<file path="src/inc/bss_pkg.sv">
package bss_pkg;

    // ****************************************
    // register map (byte addresses, 32-bit registers)
    // ****************************************
    localparam logic [11:0] REG_PIN_CONFIG   = 12'hD00;
    localparam logic [11:0] REG_BOOT_DEFINITION_TABLE_LOW  = 12'hD04;
    localparam logic [11:0] REG_CONTROL      = 12'hD10;
    localparam logic [11:0] REG_STATUS       = 12'hD14;
    localparam logic [11:0] REG_ENTRY        = 12'hD18;

    // ****************************************
    // field layout of the pin configuration word
    // ****************************************
    localparam int          KEY_LSB      = 24;
    localparam logic [7:0]  VALID_KEY    = 8'h5A;
    localparam int          PIN_A_LSB    = 0;
    localparam int          PIN_B_LSB    = 8;
    localparam logic [7:0]  PIN_DISABLED = 8'hFF;
    localparam int          ENTRY_WIDTH  = 8;

    // ****************************************
    // boot options and entry points
    // ****************************************
    localparam logic [7:0]  OPT_FLASH_ALT    = 8'h63;
    localparam logic [31:0] FLASH_ENTRY      = 32'h0008_0000;
    localparam logic [31:0] FLASH_ENTRY_ALT  = 32'h0009_0000;
    localparam logic [31:0] LOADER_ENTRY     = 32'h0000_0000;
    localparam logic [31:0] RESET_WORD       = 32'h0000_0000;

    typedef enum logic [1:0] {
        BSS_SRC_FLASH,
        BSS_SRC_FLASH_ALT,
        BSS_SRC_LOADER
    } bss_src_t;

    typedef struct packed {
        logic        done;
        logic        keyValid;
        logic        zeroPin;
        bss_src_t    source;
        logic [7:0]  option;
        logic [31:0] entry;
    } bss_result_t;

endpackage

</file>
<file path="src/rtl/bss_boot_select.sv">
// Functional notes
// - at boot choose flash execution or loader from pins or definitions
// - default pins both high branch to flash entry 0x0008_0000
// - pin selection and validity key come from word at 0xD00
// - boot definition entries come from the word at 0xD04
// - key 0x5A with all pin fields ones disables pins, zero-pin boot
// - zero-pin boot uses only the lowest definition entry
// - option 0x63 starts execution at 0x0009_0000
// - emulation words use the same layout as otp words
//
// The implementer's own choice: the strobed register port.
`timescale 1ns/1ps
module bss_boot_select
    import bss_pkg::*;
(
    // clock and reset
    input  wire logic        clk,
    input  wire logic        rstn,
    // boot select pins, asynchronous
    input  wire logic        bootSelectPinA,
    input  wire logic        bootSelectPinB,
    // software register port
    input  wire logic [11:0] regAddr,
    input  wire logic [31:0] regWdata,
    input  wire logic        regWrite,
    input  wire logic        regRead,
    output logic [31:0]      regRdata,
    // boot decision
    output logic             bootDone,
    output bss_src_t         bootSource,
    output logic [31:0]      bootEntry
);

    // ****************************************
    // pin synchronisers
    // ****************************************
    logic [1:0] syncA;
    logic [1:0] syncB;

    always_ff @(posedge clk or negedge rstn) begin
        if (!rstn) begin
            syncA <= 2'h0;
            syncB <= 2'h0;
        end else begin
            syncA <= {syncA[0], bootSelectPinA};
            syncB <= {syncB[0], bootSelectPinB};
        end
    end

    // ****************************************
    // registers
    // ****************************************
    logic [31:0] pinConfig;
    logic [31:0] bootDefLow;
    logic        rebootReq;
    bss_result_t result;
    logic        keyValid;
    logic        zeroPin;
    bss_src_t    next_source;
    logic [7:0]  next_option;
    logic [31:0] next_entry;

    always_ff @(posedge clk or negedge rstn) begin
        if (!rstn) begin
            pinConfig  <= RESET_WORD;
            bootDefLow <= RESET_WORD;
        end else if (regWrite) begin
            if (regAddr == REG_PIN_CONFIG) begin
                pinConfig <= regWdata;
            end
            if (regAddr == REG_BOOT_DEFINITION_TABLE_LOW) begin
                bootDefLow <= regWdata;
            end
        end
    end

    // writing bit 0 of control re-runs the decision, like a soft reset
    always_ff @(posedge clk or negedge rstn) begin
        if (!rstn) begin
            rebootReq <= 1'b0;
        end else begin
            rebootReq <= regWrite && (regAddr == REG_CONTROL) && regWdata[0];
        end
    end

    // ****************************************
    // decision
    // ****************************************
    bss_decode bss_decode_i (
        .pinConfig  (pinConfig),
        .bootDefLow (bootDefLow),
        .pinA       (syncA[1]),
        .pinB       (syncB[1]),
        .keyValid   (keyValid),
        .zeroPin    (zeroPin),
        .source     (next_source),
        .option     (next_option),
        .entry      (next_entry)
    );

    // ****************************************
    // boot sequence
    // ****************************************
    typedef enum logic [1:0] {
        BSS_ST_SYNC,
        BSS_ST_SETTLE,
        BSS_ST_SAMPLE,
        BSS_ST_DONE
    } bss_state_t;

    bss_state_t state;

    // two idle cycles let synchronised pins settle before they are sampled
    always_ff @(posedge clk or negedge rstn) begin
        if (!rstn) begin
            state  <= BSS_ST_SYNC;
            result <= '0;
        end else begin
            case (state)
                // reset clears both sync stages, so wait until the pin has reached stage two
                BSS_ST_SYNC: begin
                    state <= BSS_ST_SETTLE;
                end
                BSS_ST_SETTLE: begin
                    state <= BSS_ST_SAMPLE;
                end
                BSS_ST_SAMPLE: begin
                    state  <= BSS_ST_DONE;
                    result <= '{done: 1'b1, keyValid: keyValid, zeroPin: zeroPin,
                                source: next_source, option: next_option,
                                entry: next_entry};
                end
                BSS_ST_DONE: begin
                    if (rebootReq) begin
                        state       <= BSS_ST_SYNC;
                        result.done <= 1'b0;
                    end
                end
                default: begin
                    state <= BSS_ST_SYNC;
                end
            endcase
        end
    end

    assign bootDone   = result.done;
    assign bootSource = result.source;
    assign bootEntry  = result.entry;

    // ****************************************
    // read port
    // ****************************************
    always_ff @(posedge clk or negedge rstn) begin
        if (!rstn) begin
            regRdata <= RESET_WORD;
        end else if (regRead) begin
            case (regAddr)
                REG_PIN_CONFIG:  regRdata <= pinConfig;
                REG_BOOT_DEFINITION_TABLE_LOW: regRdata <= bootDefLow;
                REG_STATUS:      regRdata <= {19'h0, result.option, result.source,
                                              result.zeroPin, result.keyValid, result.done};
                REG_ENTRY:       regRdata <= result.entry;
                default:         regRdata <= RESET_WORD;
            endcase
        end else begin
            regRdata <= RESET_WORD;
        end
    end

endmodule

</file>
<file path="src/rtl/bss_decode.sv">
`timescale 1ns/1ps
module bss_decode
    import bss_pkg::*;
(
    // configuration words
    input  wire logic [31:0] pinConfig,
    input  wire logic [31:0] bootDefLow,
    // sampled pins
    input  wire logic        pinA,
    input  wire logic        pinB,
    // decision
    output logic             keyValid,
    output logic             zeroPin,
    output bss_src_t         source,
    output logic [7:0]       option,
    output logic [31:0]      entry
);

    logic [7:0] pinAField;
    logic [7:0] pinBField;
    logic [1:0] index;
    logic [7:0] defEntry [4];

    // same field layout whether the words come from otp or emulation ram
    assign pinAField = pinConfig[PIN_A_LSB +: 8];
    assign pinBField = pinConfig[PIN_B_LSB +: 8];
    assign keyValid  = (pinConfig[KEY_LSB +: 8] == VALID_KEY);

    always_comb begin
        for (int i = 0; i < 4; i++) begin
            defEntry[i] = bootDefLow[i*ENTRY_WIDTH +: ENTRY_WIDTH];
        end
        zeroPin = keyValid && (pinAField == PIN_DISABLED) && (pinBField == PIN_DISABLED);
        // a disabled pin reads as zero in the table index
        index   = {(pinBField != PIN_DISABLED) && pinB, (pinAField != PIN_DISABLED) && pinA};
        if (zeroPin) begin
            index = 2'h0;
        end
        option = 8'h00;
        source = BSS_SRC_LOADER;
        entry  = LOADER_ENTRY;
        if (!keyValid) begin
            // default pins: both high boots flash directly
            if (pinA && pinB) begin
                source = BSS_SRC_FLASH;
                entry  = FLASH_ENTRY;
            end
        end else begin
            option = defEntry[index];
            if (option == OPT_FLASH_ALT) begin
                source = BSS_SRC_FLASH_ALT;
                entry  = FLASH_ENTRY_ALT;
            end
        end
    end

endmodule

</file>
<file path="config.mk">
export PLATFORM = sky130hd
export DESIGN_NAME = bss_boot_select
export DESIGN_NICKNAME = d
export VERILOG_FILES = /design/src/inc/bss_pkg.sv /design/src/rtl/bss_boot_select.sv /design/src/rtl/bss_decode.sv
export SDC_FILE = /design/constraint.sdc
export NUM_CORES = 1
export LEC_CHECK = 0
export ABC_AREA = 1
export BUFFER_PORTS_ARGS = -buffer_cell sky130_fd_sc_hd__buf_2
export CAP_MARGIN = 20
export CORE_MARGIN = 4
export CORE_UTILIZATION = 41
export CTS_CLUSTER_DIAMETER = 100
export DETAILED_ROUTE_END_ITERATION = 10
export PLACE_DENSITY = 0.64
export REMOVE_ABC_BUFFERS = 1
export SLEW_MARGIN = 10
export SYNTH_ARGS = -nofsm -noshare
export SYNTH_HDL_FRONTEND = slang
export SYNTH_SLANG_ARGS = --single-unit
</file>
<file path="constraint.sdc">
create_clock -name clk -period 1.5 [get_ports clk]
set_clock_uncertainty 0.15 [all_clocks]
set_input_delay 0.15 -clock clk [delete_from_list [all_inputs] [get_ports clk]]
set_output_delay 0.15 -clock clk [all_outputs]
set_load 0.005 [all_outputs]
</file>
==> results of run 1 <==
[stage by stage]
| stage | utilization, % | total power [W] | instances | TNS, ns |
|---|---|---|---|---|
| floorplan | - | 0.00371 | 588 | -41.05 |
| global placement | 48.8 | 0.00407 | 907 | -9.95 |
| detailed placement | 48.8 | 0.00410 | 907 | -14.76 |
| CTS | 57.8 | 0.00901 | 980 | -1.94 |
| global route | 58.0 | 0.00931 | 982 | -3.80 |
| finish | 58.0 | 0.00894 | 982 | -2.33 |
[power by group through the flow]
stage                     logic [W]  clock network [W]  registers (W)
after global placement     0.000701                  0        0.00337
after global routing       0.000935            0.00505        0.00333
after detailed placement   0.000725                  0        0.00337
after floorplan            0.000352                  0        0.00336
after CTS                  0.000814            0.00488        0.00332
final                      0.000820            0.00480        0.00332
[registers in the layout, summed over array words and instances (netlist names)]
| name | cells |
|---|---|
| result | 10 |
| bootDone | 1 |
| bootEntry | 1 |
| regRdata | 32 |
| syncB | 2 |
| bootDefLow | 32 |
| state | 2 |
| pinConfig | 32 |
| rebootReq | 1 |
| syncA | 2 |
| bootSource | 2 |
[final timing paths]
path / start / to / slack (ns) / cells after the start
setup / recovery: pinConfig[0] / bootSource[1] / -0.31 / 12
hold reg to reg: syncA[0] / syncA[1] / 0.20 / 0
min in group asynchronous: rstn / pinConfig[1] / 0.07 / 2
hold / removal: regRead / regRdata[15] / 0.06 / 4
setup reg to reg: pinConfig[0] / bootSource[1] / -0.31 / 12
max in group asynchronous: rstn / bootDefLow[13] / 0.60 / 3
[repair_timing]
action / 4_1_cts / 5_1_grt
endpoints found under the hold margin: 184 / 0
pin swaps: 6 / 5
gates resized for setup: 27 / 5
hold buffers: 38 / 0
cloned: 2 / 1
buffers inserted: 1 / 1
setup endpoints to repair: 13 / 13
[cell usage after synthesis (2+ instances only)]
master / count / share of area, %
a21oi_1: 4 / 0.36
a21oi_2: 17 / 2.7
a221oi_1: 11 / 1.7
buf_2: 14 / 1.2
buf_4: 39 / 5.2
buf_6: 7 / 1.4
dfrtp_1: 117 / 52
ha_1: 3 / 0.67
inv_1: 65 / 4.3
inv_2: 3 / 0.20
nand2_1: 154 / 10
nand2_2: 4 / 0.45
nand2_4: 4 / 0.80
nand3_1: 39 / 3.5
nand3_2: 3 / 0.53
nand3b_1: 4 / 0.53
nand4_1: 2 / 0.22
nor2_1: 39 / 2.6
nor2_2: 2 / 0.22
o21ai_0: 7 / 0.62
o21ai_1: 34 / 3.0
o21ai_2: 30 / 4.7
o22ai_1: 8 / 0.89
[metal layers]
metal | global-route usage, % | up-vias | part of all wire, %
met5 | 0 | - | 0
met4 | 7.02 | 0 | 2.1
met3 | 5.76 | 31 | 6.7
met2 | 30.6 | 156 | 48
met1 | 24.5 | 2241 | 43
li1 | - | 2287 | -
[worst max-delay path, delay by kind of cell (launching register included)]
family / cells / cell delay [ns]
AND/OR/NAND/NOR: 12 / 1.16
flip-flops: 1 / 0.38
[logic make-up (layout without fill, tap and decap cells)]
group / count (synthesis) / in the layout
flops: 117 / 117
simple gates: 256 / 259
buf+inv: 130 / 284
other cells: 1 / 30
compound gates: 113 / 113
fa+ha+maj: 3 / 3
[cell type report]
class | instances | area share (%)
clock inverter | 12 | 3.20
timing repair buffer | 183 | 18.2
tap | 176 | 2.84
sequential | 117 | 37.8
inverter | 69 | 3.39
multi-input combinational | 405 | 28.7
clock buffer | 20 | 5.90
==> summary.md, run 1 <==
| Metric | Value |
|---|---|
| Final Hold Violating Endpoints | `0` |
| Multi-input gate area | `0.00222 mm²` |
| Pwr Density | `1150 mW/mm²` |
| RSZ-0062 raised after global routing | `true` |
| CP dominant cell by count | `nand2_1` |
| CTS tree | `done` |
| Internal | `0.00696 W` |
| P_sw | `0.00198 W` |
| Final ANT Viol Nets | `0` |
| Yosys warnings | `0` |
| Failing checks | `negative setup slack` |
| CP max-delay cell | `dfrtp_1` |
| Place WS | `-0.319 ns` |
| Count of final setup violators | `12` |
| Sw Share | `22.2%` |
| Crit path launch type | `flop` |
| Achievable Freq | `554 MHz` |
| Fin crit share | `120%` |
| WL/cell | `14.6 µm` |
| Worst min path class | `input pin to flop` |
| Mean post-synth cell area | `just over 9 µm²` |
| I/O pins | `117` |
| Die Width | `roughly 130 µm` |
| Register area share after synthesis | `52.1%` |
| Clock power share | `53.7%` |
| Crit path DAT | `approximately 2 ns` |
| Pleak | `3.80 nW` |
| Simple-gate share of the synthesized area | `between 20% and 30%` |
| Fin area | `between 0.007 and 0.008 mm²` |
| Area Overhead vs Synth | `37.9%` |
| Worst-path fanout max | `8` |
| Nets | `846` |
| Adder-cell share of the synthesized area | `less than 1%` |
| Worst-skew pair later-pin latency | `around 0.42 ns` |
| WHS | `0.0631 ns` |
| TritonCTS buffer count | `17` |
| Die area | `approximately 0.016 mm²` |
| Post-synthesis mux area share | `0%` |
| Commonest cells after routing, fill and taps aside | `nand2_1, dfrtp_1, buf_2` |
| Largest family of logic cells by synthesized area | `simple AND/OR/NAND/NOR gates` |
| CP Class | `flop to flop` |
| Register bit count reported by yosys | `approximately 120` |
| Placed cell area | `between 0.006 and 0.007 mm²` |
| Share of cells above drive strength 1 | `33.6%` |
| Max clock buf depth | `2` |
| Iteration-0 DRC Markers | `233` |
| Async SR Flop Fraction | `between 90% and 100%` |
| FF+latch area | `0.00293 mm²` |
| Initial antenna violation count | `0` |
| Top FF cell, synth | `dfrtp_1` |
| Crit path capture type | `flop` |
| Initial Util | `42.1%` |
| Max-cap violation count | `0` |
| Mapped cell area | `0.00562 mm²` |
| Synth Area in Compound Gates | `14.2%` |
| Tmin final | `1.81 ns` |
| Htree depth | `4` |
| Combinational power share | `9.2%` |
| Max-slew violation count | `0` |
| EDFF count, synth | `0` |
| Fillers | `1171` |
| Worst IR Drop VDD | `0.882 mV` |
| Row Count | `42` |
| First-pass GRT wire length | `24.1 mm` |
| IO Port Bufs | `86` |
| CP required | `1.65 ns` |
| Tot GR Track Use | `19.0%` |
| Via density | `4.80` |
| Root buffer cell | `clkbuf_16` |
| Die Ht | `125 µm` |
| Sequential share of power | `37.1%` |
| Pre-Repair DR Iteration Count | `4` |
| Status | `complete, but fails checks` |
| Ant. Diodes | `0` |
| Post-DP HPWL | `9.76 mm` |
| Commonest non-fill, non-tap cell in the layout | `nand2_1` |
| Grt ovf | `0` |
| DR vias | `roughly 4700` |
| Largest net degree at the start of global routing | `39` |
| Worst path max stage delay | `0.38 ns` |
| CP Cell Sequence | `nand2_1 > nor2_4 > nand2_4 > nand2_4 > nand2_1 > nand3_2 > nand2_2 > nand2_1 > nor2_1 > nand3b_1 > nand3_1 > nand2_1` |
| Setup ws final | `-0.305 ns` |
| Clk pin slew, worst setup/hold paths | `0.05 ns` |
| Core footprint | `between 0.01 and 0.015 mm²` |
| Final Routed Wirelength | `14.4 mm` |
| Routability cong. | `between 0.9 and 1` |
| Clock tree sinks | `between 100 and 150` |
| Number of global-route vias before repair | `4845` |
| Post-synthesis xor/xnor area fraction | `0%` |
| Cells after Synth | `620` |
| Distinct cell type count after synthesis | `33` |
| Number of remaining DRC errors | `0` |
No activity file was read; power rests on OpenSTA's default activity.
==> inputs of run 2 (changes only) <==
--- a/config.mk
+++ b/config.mk
@@ -8,11 +8,10 @@
 export ABC_AREA = 1
 export BUFFER_PORTS_ARGS = -buffer_cell sky130_fd_sc_hd__buf_2
 export CAP_MARGIN = 20
-export CORE_MARGIN = 4
 export CORE_UTILIZATION = 41
 export CTS_CLUSTER_DIAMETER = 100
 export DETAILED_ROUTE_END_ITERATION = 10
-export PLACE_DENSITY = 0.64
+export PLACE_DENSITY = 0.62
 export REMOVE_ABC_BUFFERS = 1
 export SLEW_MARGIN = 10
 export SYNTH_ARGS = -nofsm -noshare
==> constraint.sdc (replaced) <==
create_clock -name clk -period 2.1 [get_ports clk]
set_clock_uncertainty 0.15 [all_clocks]
set_input_delay 0.21 -clock clk [delete_from_list [all_inputs] [get_ports clk]]
set_output_delay 0.21 -clock clk [all_outputs]
set_load 0.005 [all_outputs]
==> run 2 against run 1 <==
  * The flow now finishes without violations
  * Power is 37% lower
  * Design area is 9.5% lower
  * Critical path depth is 6 lower
  * Via count is 5.9% lower
  * Worst setup slack better by 0.45 ns
  * Combinational power is 36% lower
  * Utilization is 5.3 points lower
==> summary.md, run 2 (synthesized netlist as in run 1, its figures left out) <==
| Metric | Value |
|---|---|
| Status | `finished clean` |
| Fillers | `1212 (+3.5%)` |
| Pleak | `3.40 nW (-11%)` |
| Root buffer cell | `clkbuf_16` |
| Clk pin slew, worst setup/hold paths | `0.05 ns (about the same)` |
| R2r setup slk | `0.16 ns (+0.47 ns)` |
| CP Cell Sequence | `dlygate4sd3_1 > buf_2 > nand3_1 > dlygate4sd3_1 > nor2_1 > dlygate4sd3_1` |
| Max-slew violation count | `0 (unchanged)` |
| FF+latch area | `0.00293 mm² (unchanged)` |
| Fin crit share | `93.1%` |
| TritonCTS buffer count | `17 (unchanged)` |
| Critical R2R Launch | `pinConfig[1]` |
| Core footprint | `0.0133 mm² (-0.39%)` |
| Number of global-route vias before repair | `4440 (-8.4%)` |
| CP required | `2.24 ns (+0.59 ns)` |
| Slew @ Worst Pin | `roughly 0.52 ns` |
| Rel. slew slack | `65.3%` |
| CP dominant cell by count | `dlygate4sd3_1` |
| Final Routed Wirelength | `13.2 mm (-8.4%)` |
| Max clock buf depth | `2 (unchanged)` |
| Worst R2R End | `bootSource[1]` |
| Crit path max-delay family | `buffers and inverters` |
| Reg2Reg Depth | `12 (unchanged)` |
| Final Hold Violating Endpoints | `0 (unchanged)` |
| Count of final setup violators | `0 (-12)` |
| Die Width | `119 µm (-4.8%)` |
| Worst IR Drop VDD | `0.557 mV (-37%)` |
| Largest net degree at the start of global routing | `65 (+67%)` |
| DR vias | `4439 (-5.9%)` |
| Nets | `795 (-6.0%)` |
| Commonest non-fill, non-tap cell in the layout | `nand2_1` |
| Cells after DPL | `862 (-5.0%)` |
| Max-cap violation count | `0 (unchanged)` |
| Htree depth | `4 (unchanged)` |
| PnR Total Power | `0.00559 W (-37%)` |
| Worst-path fanout max | `2 (-6)` |
| Grt ovf | `0 (unchanged)` |
| Row Count | `42 (unchanged)` |
| Pre-Repair DR Iteration Count | `4 (unchanged)` |
| Area Overhead vs Synth | `24.9%` |
| Via density | `4.77 (-0.59%)` |
| Ant. Diodes | `0 (unchanged)` |
| CP Class | `input pin to flop` |
| Place WS | `0.192 ns (+0.511 ns)` |
| Die area | `0.0142 mm² (-9.4%)` |
| CP max-delay cell | `dlygate4sd3_1` |
| Buf/Inv on CP | `4 (+4)` |
| CTS tree | `done` |
| Commonest cells after routing, fill and taps aside | `nand2_1, dfrtp_1, buf_2` |
| Biggest regs | `bootDefLow: 32 flops, pinConfig: 32 flops, regRdata: 32 flops` |
| Crit path launch type | `input pin` |
| Number of remaining DRC errors | `0 (unchanged)` |
| Multi-input gate area | `0.00209 mm² (-5.8%)` |
| Die Ht | `119 µm (-4.8%)` |
| Worst min path class | `input pin to async pin` |
| IO Port Bufs | `86 (unchanged)` |
| Clock tree sinks | `117 (unchanged)` |
| Final ANT Viol Nets | `0 (unchanged)` |
| Tmin final | `1.96 ns` |
| Tot GR Track Use | `20.2% (+1.2 points)` |
| Achievable Freq | `a little over 500 MHz` |
| Setup ws final | `0.144 ns (+0.450 ns)` |
| WL/cell | `14.2 µm (-3.3%)` |
| I/O pins | `117 (unchanged)` |
| Initial Util | `42.2% (+0.17 points)` |
| Pwr Density | `798 mW/mm² (-31%)` |
| Share of cells above drive strength 1 | `25.1% (-8.6 points)` |
| Non-filler cells, final | `930 (-5.3%)` |
| Initial antenna violation count | `0 (unchanged)` |
| Worst path max stage delay | `0.55 ns (+0.17 ns)` |
| Crit path DAT | `2.10 ns (+0.14 ns)` |
| Crit path capture type | `flop` |
| Post-CTS Resized | `0 (-100%)` |
| Post-DP HPWL | `8.95 mm (-8.3%)` |
| First-pass GRT wire length | `22.1 mm (-8.4%)` |
| Iteration-0 DRC Markers | `210 (-9.9%)` |
| RSZ-0062 raised after global routing | `false` |
| Worst-skew pair later-pin latency | `0.42 ns (about the same)` |
| Routability cong. | `0.878 (-5.3%)` |
run 2: stage by stage:
step | instance area (µm²) | hold WS, ns | setup TNS, ns | util [%]
after CTS | 7010 | 0.113 | 0 | 52.7
after global placement | 6100 | 0.00928 | 0 | 45.9
final | 7010 | 0.111 | 0 | 52.7
after floorplan | 5280 | -0.236 | -0.817 | -
after detailed placement | 6100 | 0.0174 | 0 | 45.9
after global routing | 7010 | 0.131 | 0 | 52.7
run 2: layout make-up:
type                            instances  share of cell area (%)
Sequential cell                       117                    41.7
Multi-Input combinational cell        402                    29.8
Timing Repair Buffer                  135                    13.8
Clock buffer                           26                    6.69
Inverter                               69                    3.71
Tap cell                              176                    3.14
Clock inverter                          5                    1.07
run 2: repair_timing:
item / in CTS / in global routing
hold buffers: 37 / 0
endpoints found under the hold margin: 184 / 0
setup buffers: 0 / 0
setup endpoints to repair: 0 / 1
run 2: per-layer routing:
layer / vias up / routed length [µm] / track usage [%]
met4: 0 / 230 / 9.18
met3: 22 / 621 / 4.60
met2: 127 / 6230 / 31.8
met5: - / 0 / 0
met1: 2106 / 6080 / 26.6
li1: 2184 / - / -
run 2: report_power, final:
group | internal, W | switching (W)
Sequential | 0.00232 | 0.0000557
Combinational | 0.000214 | 0.000314
Clock | 0.00176 | 0.000933
Total | 0.00429 | 0.00130
run 2: worst max-delay path by stage:
stage,startpoint,endpoint,slack (ns),cells after the start
after floorplan,regAddr[7],pinConfig[0],-0.03,7
after global placement,pinConfig[24],result[42],0.24,5
after detailed placement,pinConfig[1],bootSource[1],0.19,12
after CTS,pinConfig[1],bootSource[1],0.17,12
after global routing,pinConfig[1],bootSource[1],0.009,12
final,regWdata[0],rebootReq,0.14,6
==> inputs of run 3 (changes only) <==
--- a/config.mk
+++ b/config.mk
@@ -6,12 +6,12 @@
 export NUM_CORES = 1
 export LEC_CHECK = 0
 export ABC_AREA = 1
-export BUFFER_PORTS_ARGS = -buffer_cell sky130_fd_sc_hd__buf_2
 export CAP_MARGIN = 20
 export CORE_UTILIZATION = 41
 export CTS_CLUSTER_DIAMETER = 100
 export DETAILED_ROUTE_END_ITERATION = 10
-export PLACE_DENSITY = 0.62
+export DONT_BUFFER_PORTS = 1
+export PLACE_DENSITY = 0.54
 export REMOVE_ABC_BUFFERS = 1
 export SLEW_MARGIN = 10
 export SYNTH_ARGS = -nofsm -noshare
==> run 3 against run 2 <==
  * The flow now finishes with violations (negative hold slack)
  * Sequential share of layout area is 2.6 points higher
  * Register-to-register slack gained 0.05 ns
  * Flip-flop and latch count unchanged
  * Via count decreased by 7.2%
  * Utilization fell by 3.1 points
  * Critical endpoint is now bootSource[1]
  * Combinational power is 22% lower
==> summary.md, run 3 (synthesized netlist as in run 1, its figures left out) <==
| Metric | Value |
|---|---|
| Status | `complete, but fails checks` |
| Failing checks | `negative hold slack` |
| Worst min path class | `input pin to async pin` |
| Sequential share of power | `40.7% (-1.7 points)` |
| Post-DP HPWL | `8.33 mm (-7.0%)` |
| Final Routed Wirelength | `12.9 mm (-2.1%)` |
| WHS | `-0.658 ns (-0.769 ns)` |
| Core footprint | `0.0133 mm² (unchanged)` |
| Worst R2R End | `bootSource[1]` |
| Post-CTS setup buffers | `0 (unchanged)` |
| Die Ht | `119 µm (unchanged)` |
| Layout Utilization | `49.6% (-3.1 points)` |
| Worst path max stage delay | `0.40 ns (-0.15 ns)` |
| Iteration-0 DRC Markers | `230 (+9.5%)` |
| Count of final setup violators | `0 (unchanged)` |
| Pwr Density | `888 mW/mm² (+11%)` |
| Via density | `4.89 (+2.5%)` |
| Achievable Freq | `530 MHz (+3.7%)` |
| Final Hold Violating Endpoints | `117 (+117)` |
| Crit path launch type | `flop` |
| Ant. Diodes | `0 (unchanged)` |
| Setup TNS | `0 ns (unchanged)` |
| Commonest non-fill, non-tap cell in the layout | `nand2_1` |
| Commonest cells after routing, fill and taps aside | `nand2_1, dfrtp_1, inv_1` |
| Initial antenna violation count | `0 (unchanged)` |
| CP required | `2.25 ns (about the same)` |
| Fin crit share | `89.8% (-3.3 points)` |
| I/O pins | `117 (unchanged)` |
| Pleak | `3.02 nW (-11%)` |
| Die area | `0.0142 mm² (unchanged)` |
| WL/cell | `15.3 µm (+8.1%)` |
| Largest net degree at the start of global routing | `118 (+82%)` |
| Final ANT Viol Nets | `0 (unchanged)` |
| PnR Total Power | `0.00586 W (+4.7%)` |
| Root buffer cell | `clkbuf_16` |
| Row Count | `42 (unchanged)` |
| Nets | `706 (-11%)` |
| First-pass GRT wire length | `21.4 mm (-3.1%)` |
| Max-cap violation count | `0 (unchanged)` |
| TritonCTS buffer count | `17 (unchanged)` |
| DR vias | `4118 (-7.2%)` |
| Htree depth | `4 (unchanged)` |
| Clock tree sinks | `117 (unchanged)` |
| Routability cong. | `0.908 (+3.4%)` |
| Number of global-route vias before repair | `4127 (-7.0%)` |
| Worst IR Drop VDD | `0.579 mV (+4.1%)` |
| Clock power share | `52.3% (+4.2 points)` |
| Grt ovf | `0 (unchanged)` |
| Combinational power share | `7.1% (-2.3 points)` |
| R2r setup slk | `0.21 ns (+0.05 ns)` |
| Pre-Repair DR Iteration Count | `4 (unchanged)` |
| Worst-path fanout max | `18 (+16)` |
| Tmin final | `1.89 ns (-0.0702 ns)` |
| Cells after DPL | `774 (-10%)` |
| Initial Util | `42.2% (unchanged)` |
| Crit path DAT | `2.03 ns (-0.07 ns)` |
| Max clock buf depth | `2 (unchanged)` |
| Non-filler cells, final | `842 (-9.5%)` |
| IO Port Bufs | `0 (-100%)` |
| Internal | `0.00455 W (+6.1%)` |
| Number of remaining DRC errors | `0 (unchanged)` |
| Cts hold-fix bufs | `36 (-2.7%)` |
| Die Width | `119 µm (unchanged)` |
| Area Overhead vs Synth | `17.4%` |
| Worst-skew pair later-pin latency | `0.41 ns (about the same)` |
| Share of cells above drive strength 1 | `16.1% (-9.0 points)` |
| CP dominant cell by count | `nand2_1` |
| Reg2Reg Depth | `11 (-1)` |
| Tot GR Track Use | `19.7% (-0.47 points)` |
| CP max-delay cell | `dfrtp_1` |
| Biggest regs | `bootDefLow: 32 flops, pinConfig: 32 flops, regRdata: 32 flops` |
| Crit path capture type | `flop` |
| Clk pin slew, worst setup/hold paths | `0.06 ns (about the same)` |
| CTS tree | `done` |
| Max-slew violation count | `0 (unchanged)` |
| RSZ-0062 raised after global routing | `false` |
| P_sw | `0.00131 W (+0.40%)` |
| Sw Share | `22.3% (-0.97 points)` |
| Critical R2R Launch | `pinConfig[3]` |
| CP Cell Sequence | `nand2_1 > nor2_2 > nand2_4 > nand2_8 > nand2_1 > nand3_1 > nand2_1 > nand3_1 > nand3b_1 > nand3_1 > nand2_1` |
| CP Class | `flop to flop` |
## run 3: cell type report
| type | count | area [µm²] |
|---|---|---|
| fillers | 1264 | 6700 |
| flip-flops and latches | 117 | 2930 |
| multi-input cells | 402 | 2100 |
| clock buffers | 23 | 478 |
| repair buffers | 46 | 460 |
| inverters | 69 | 260 |
| well taps | 176 | 220 |
| clock inverters | 9 | 149 |
## run 3: how the worst max path moves through the flow
stage | from | endpoint | slack, ns | cells past startpoint
floorplan | regAddr[7] | pinConfig[0] | -0.03 | 7
global placement | regAddr[7] | regRdata[10] | 0.22 | 7
detailed placement | regAddr[7] | regRdata[10] | 0.20 | 7
CTS | pinConfig[3] | bootSource[1] | 0.19 | 11
global route | pinConfig[0] | bootEntry[19] | 0.02 | 13
finish | pinConfig[3] | bootSource[1] | 0.21 | 11
## run 3: stage by stage
| step | setup WS [ns] | area (µm²) |
|---|---|---|
| floorplan | -0.0255 | 5280 |
| global placement | 0.222 | 5600 |
| detailed placement | 0.204 | 5600 |
| CTS | 0.186 | 6590 |
| global route | 0.0177 | 6600 |
| finish | 0.215 | 6600 |
## run 3: layer usage
metal	up-vias	GRT usage [%]	share of wire (%)	wire length (µm)
met5	-	0	0	0
met4	0	7.28	2.0	256
met3	22	6.23	6.1	789
met2	143	30.1	46	5930
met1	1959	26.3	46	5910
li1	1994	-	-	-
## run 3: power groups by stage
stage | combinational (W) | clock (W) | sequential [W]
floorplan | 0.000251 | 0 | 0.00240
global placement | 0.000348 | 0 | 0.00242
detailed placement | 0.000362 | 0 | 0.00242
CTS | 0.000416 | 0.00313 | 0.00239
global route | 0.000474 | 0.00322 | 0.00239
finish | 0.000414 | 0.00306 | 0.00238
## run 3: worst max-delay path, delay by kind of cell (launching register included)
family	cells	cell delay, ns
AND/OR/NAND/NOR	11	1.21
flip-flops	1	0.40
## run 3: repair_timing
item,CTS,global route
endpoints found under the setup margin,0,2
resized for setup,0,1
endpoints found under the hold margin,184,117
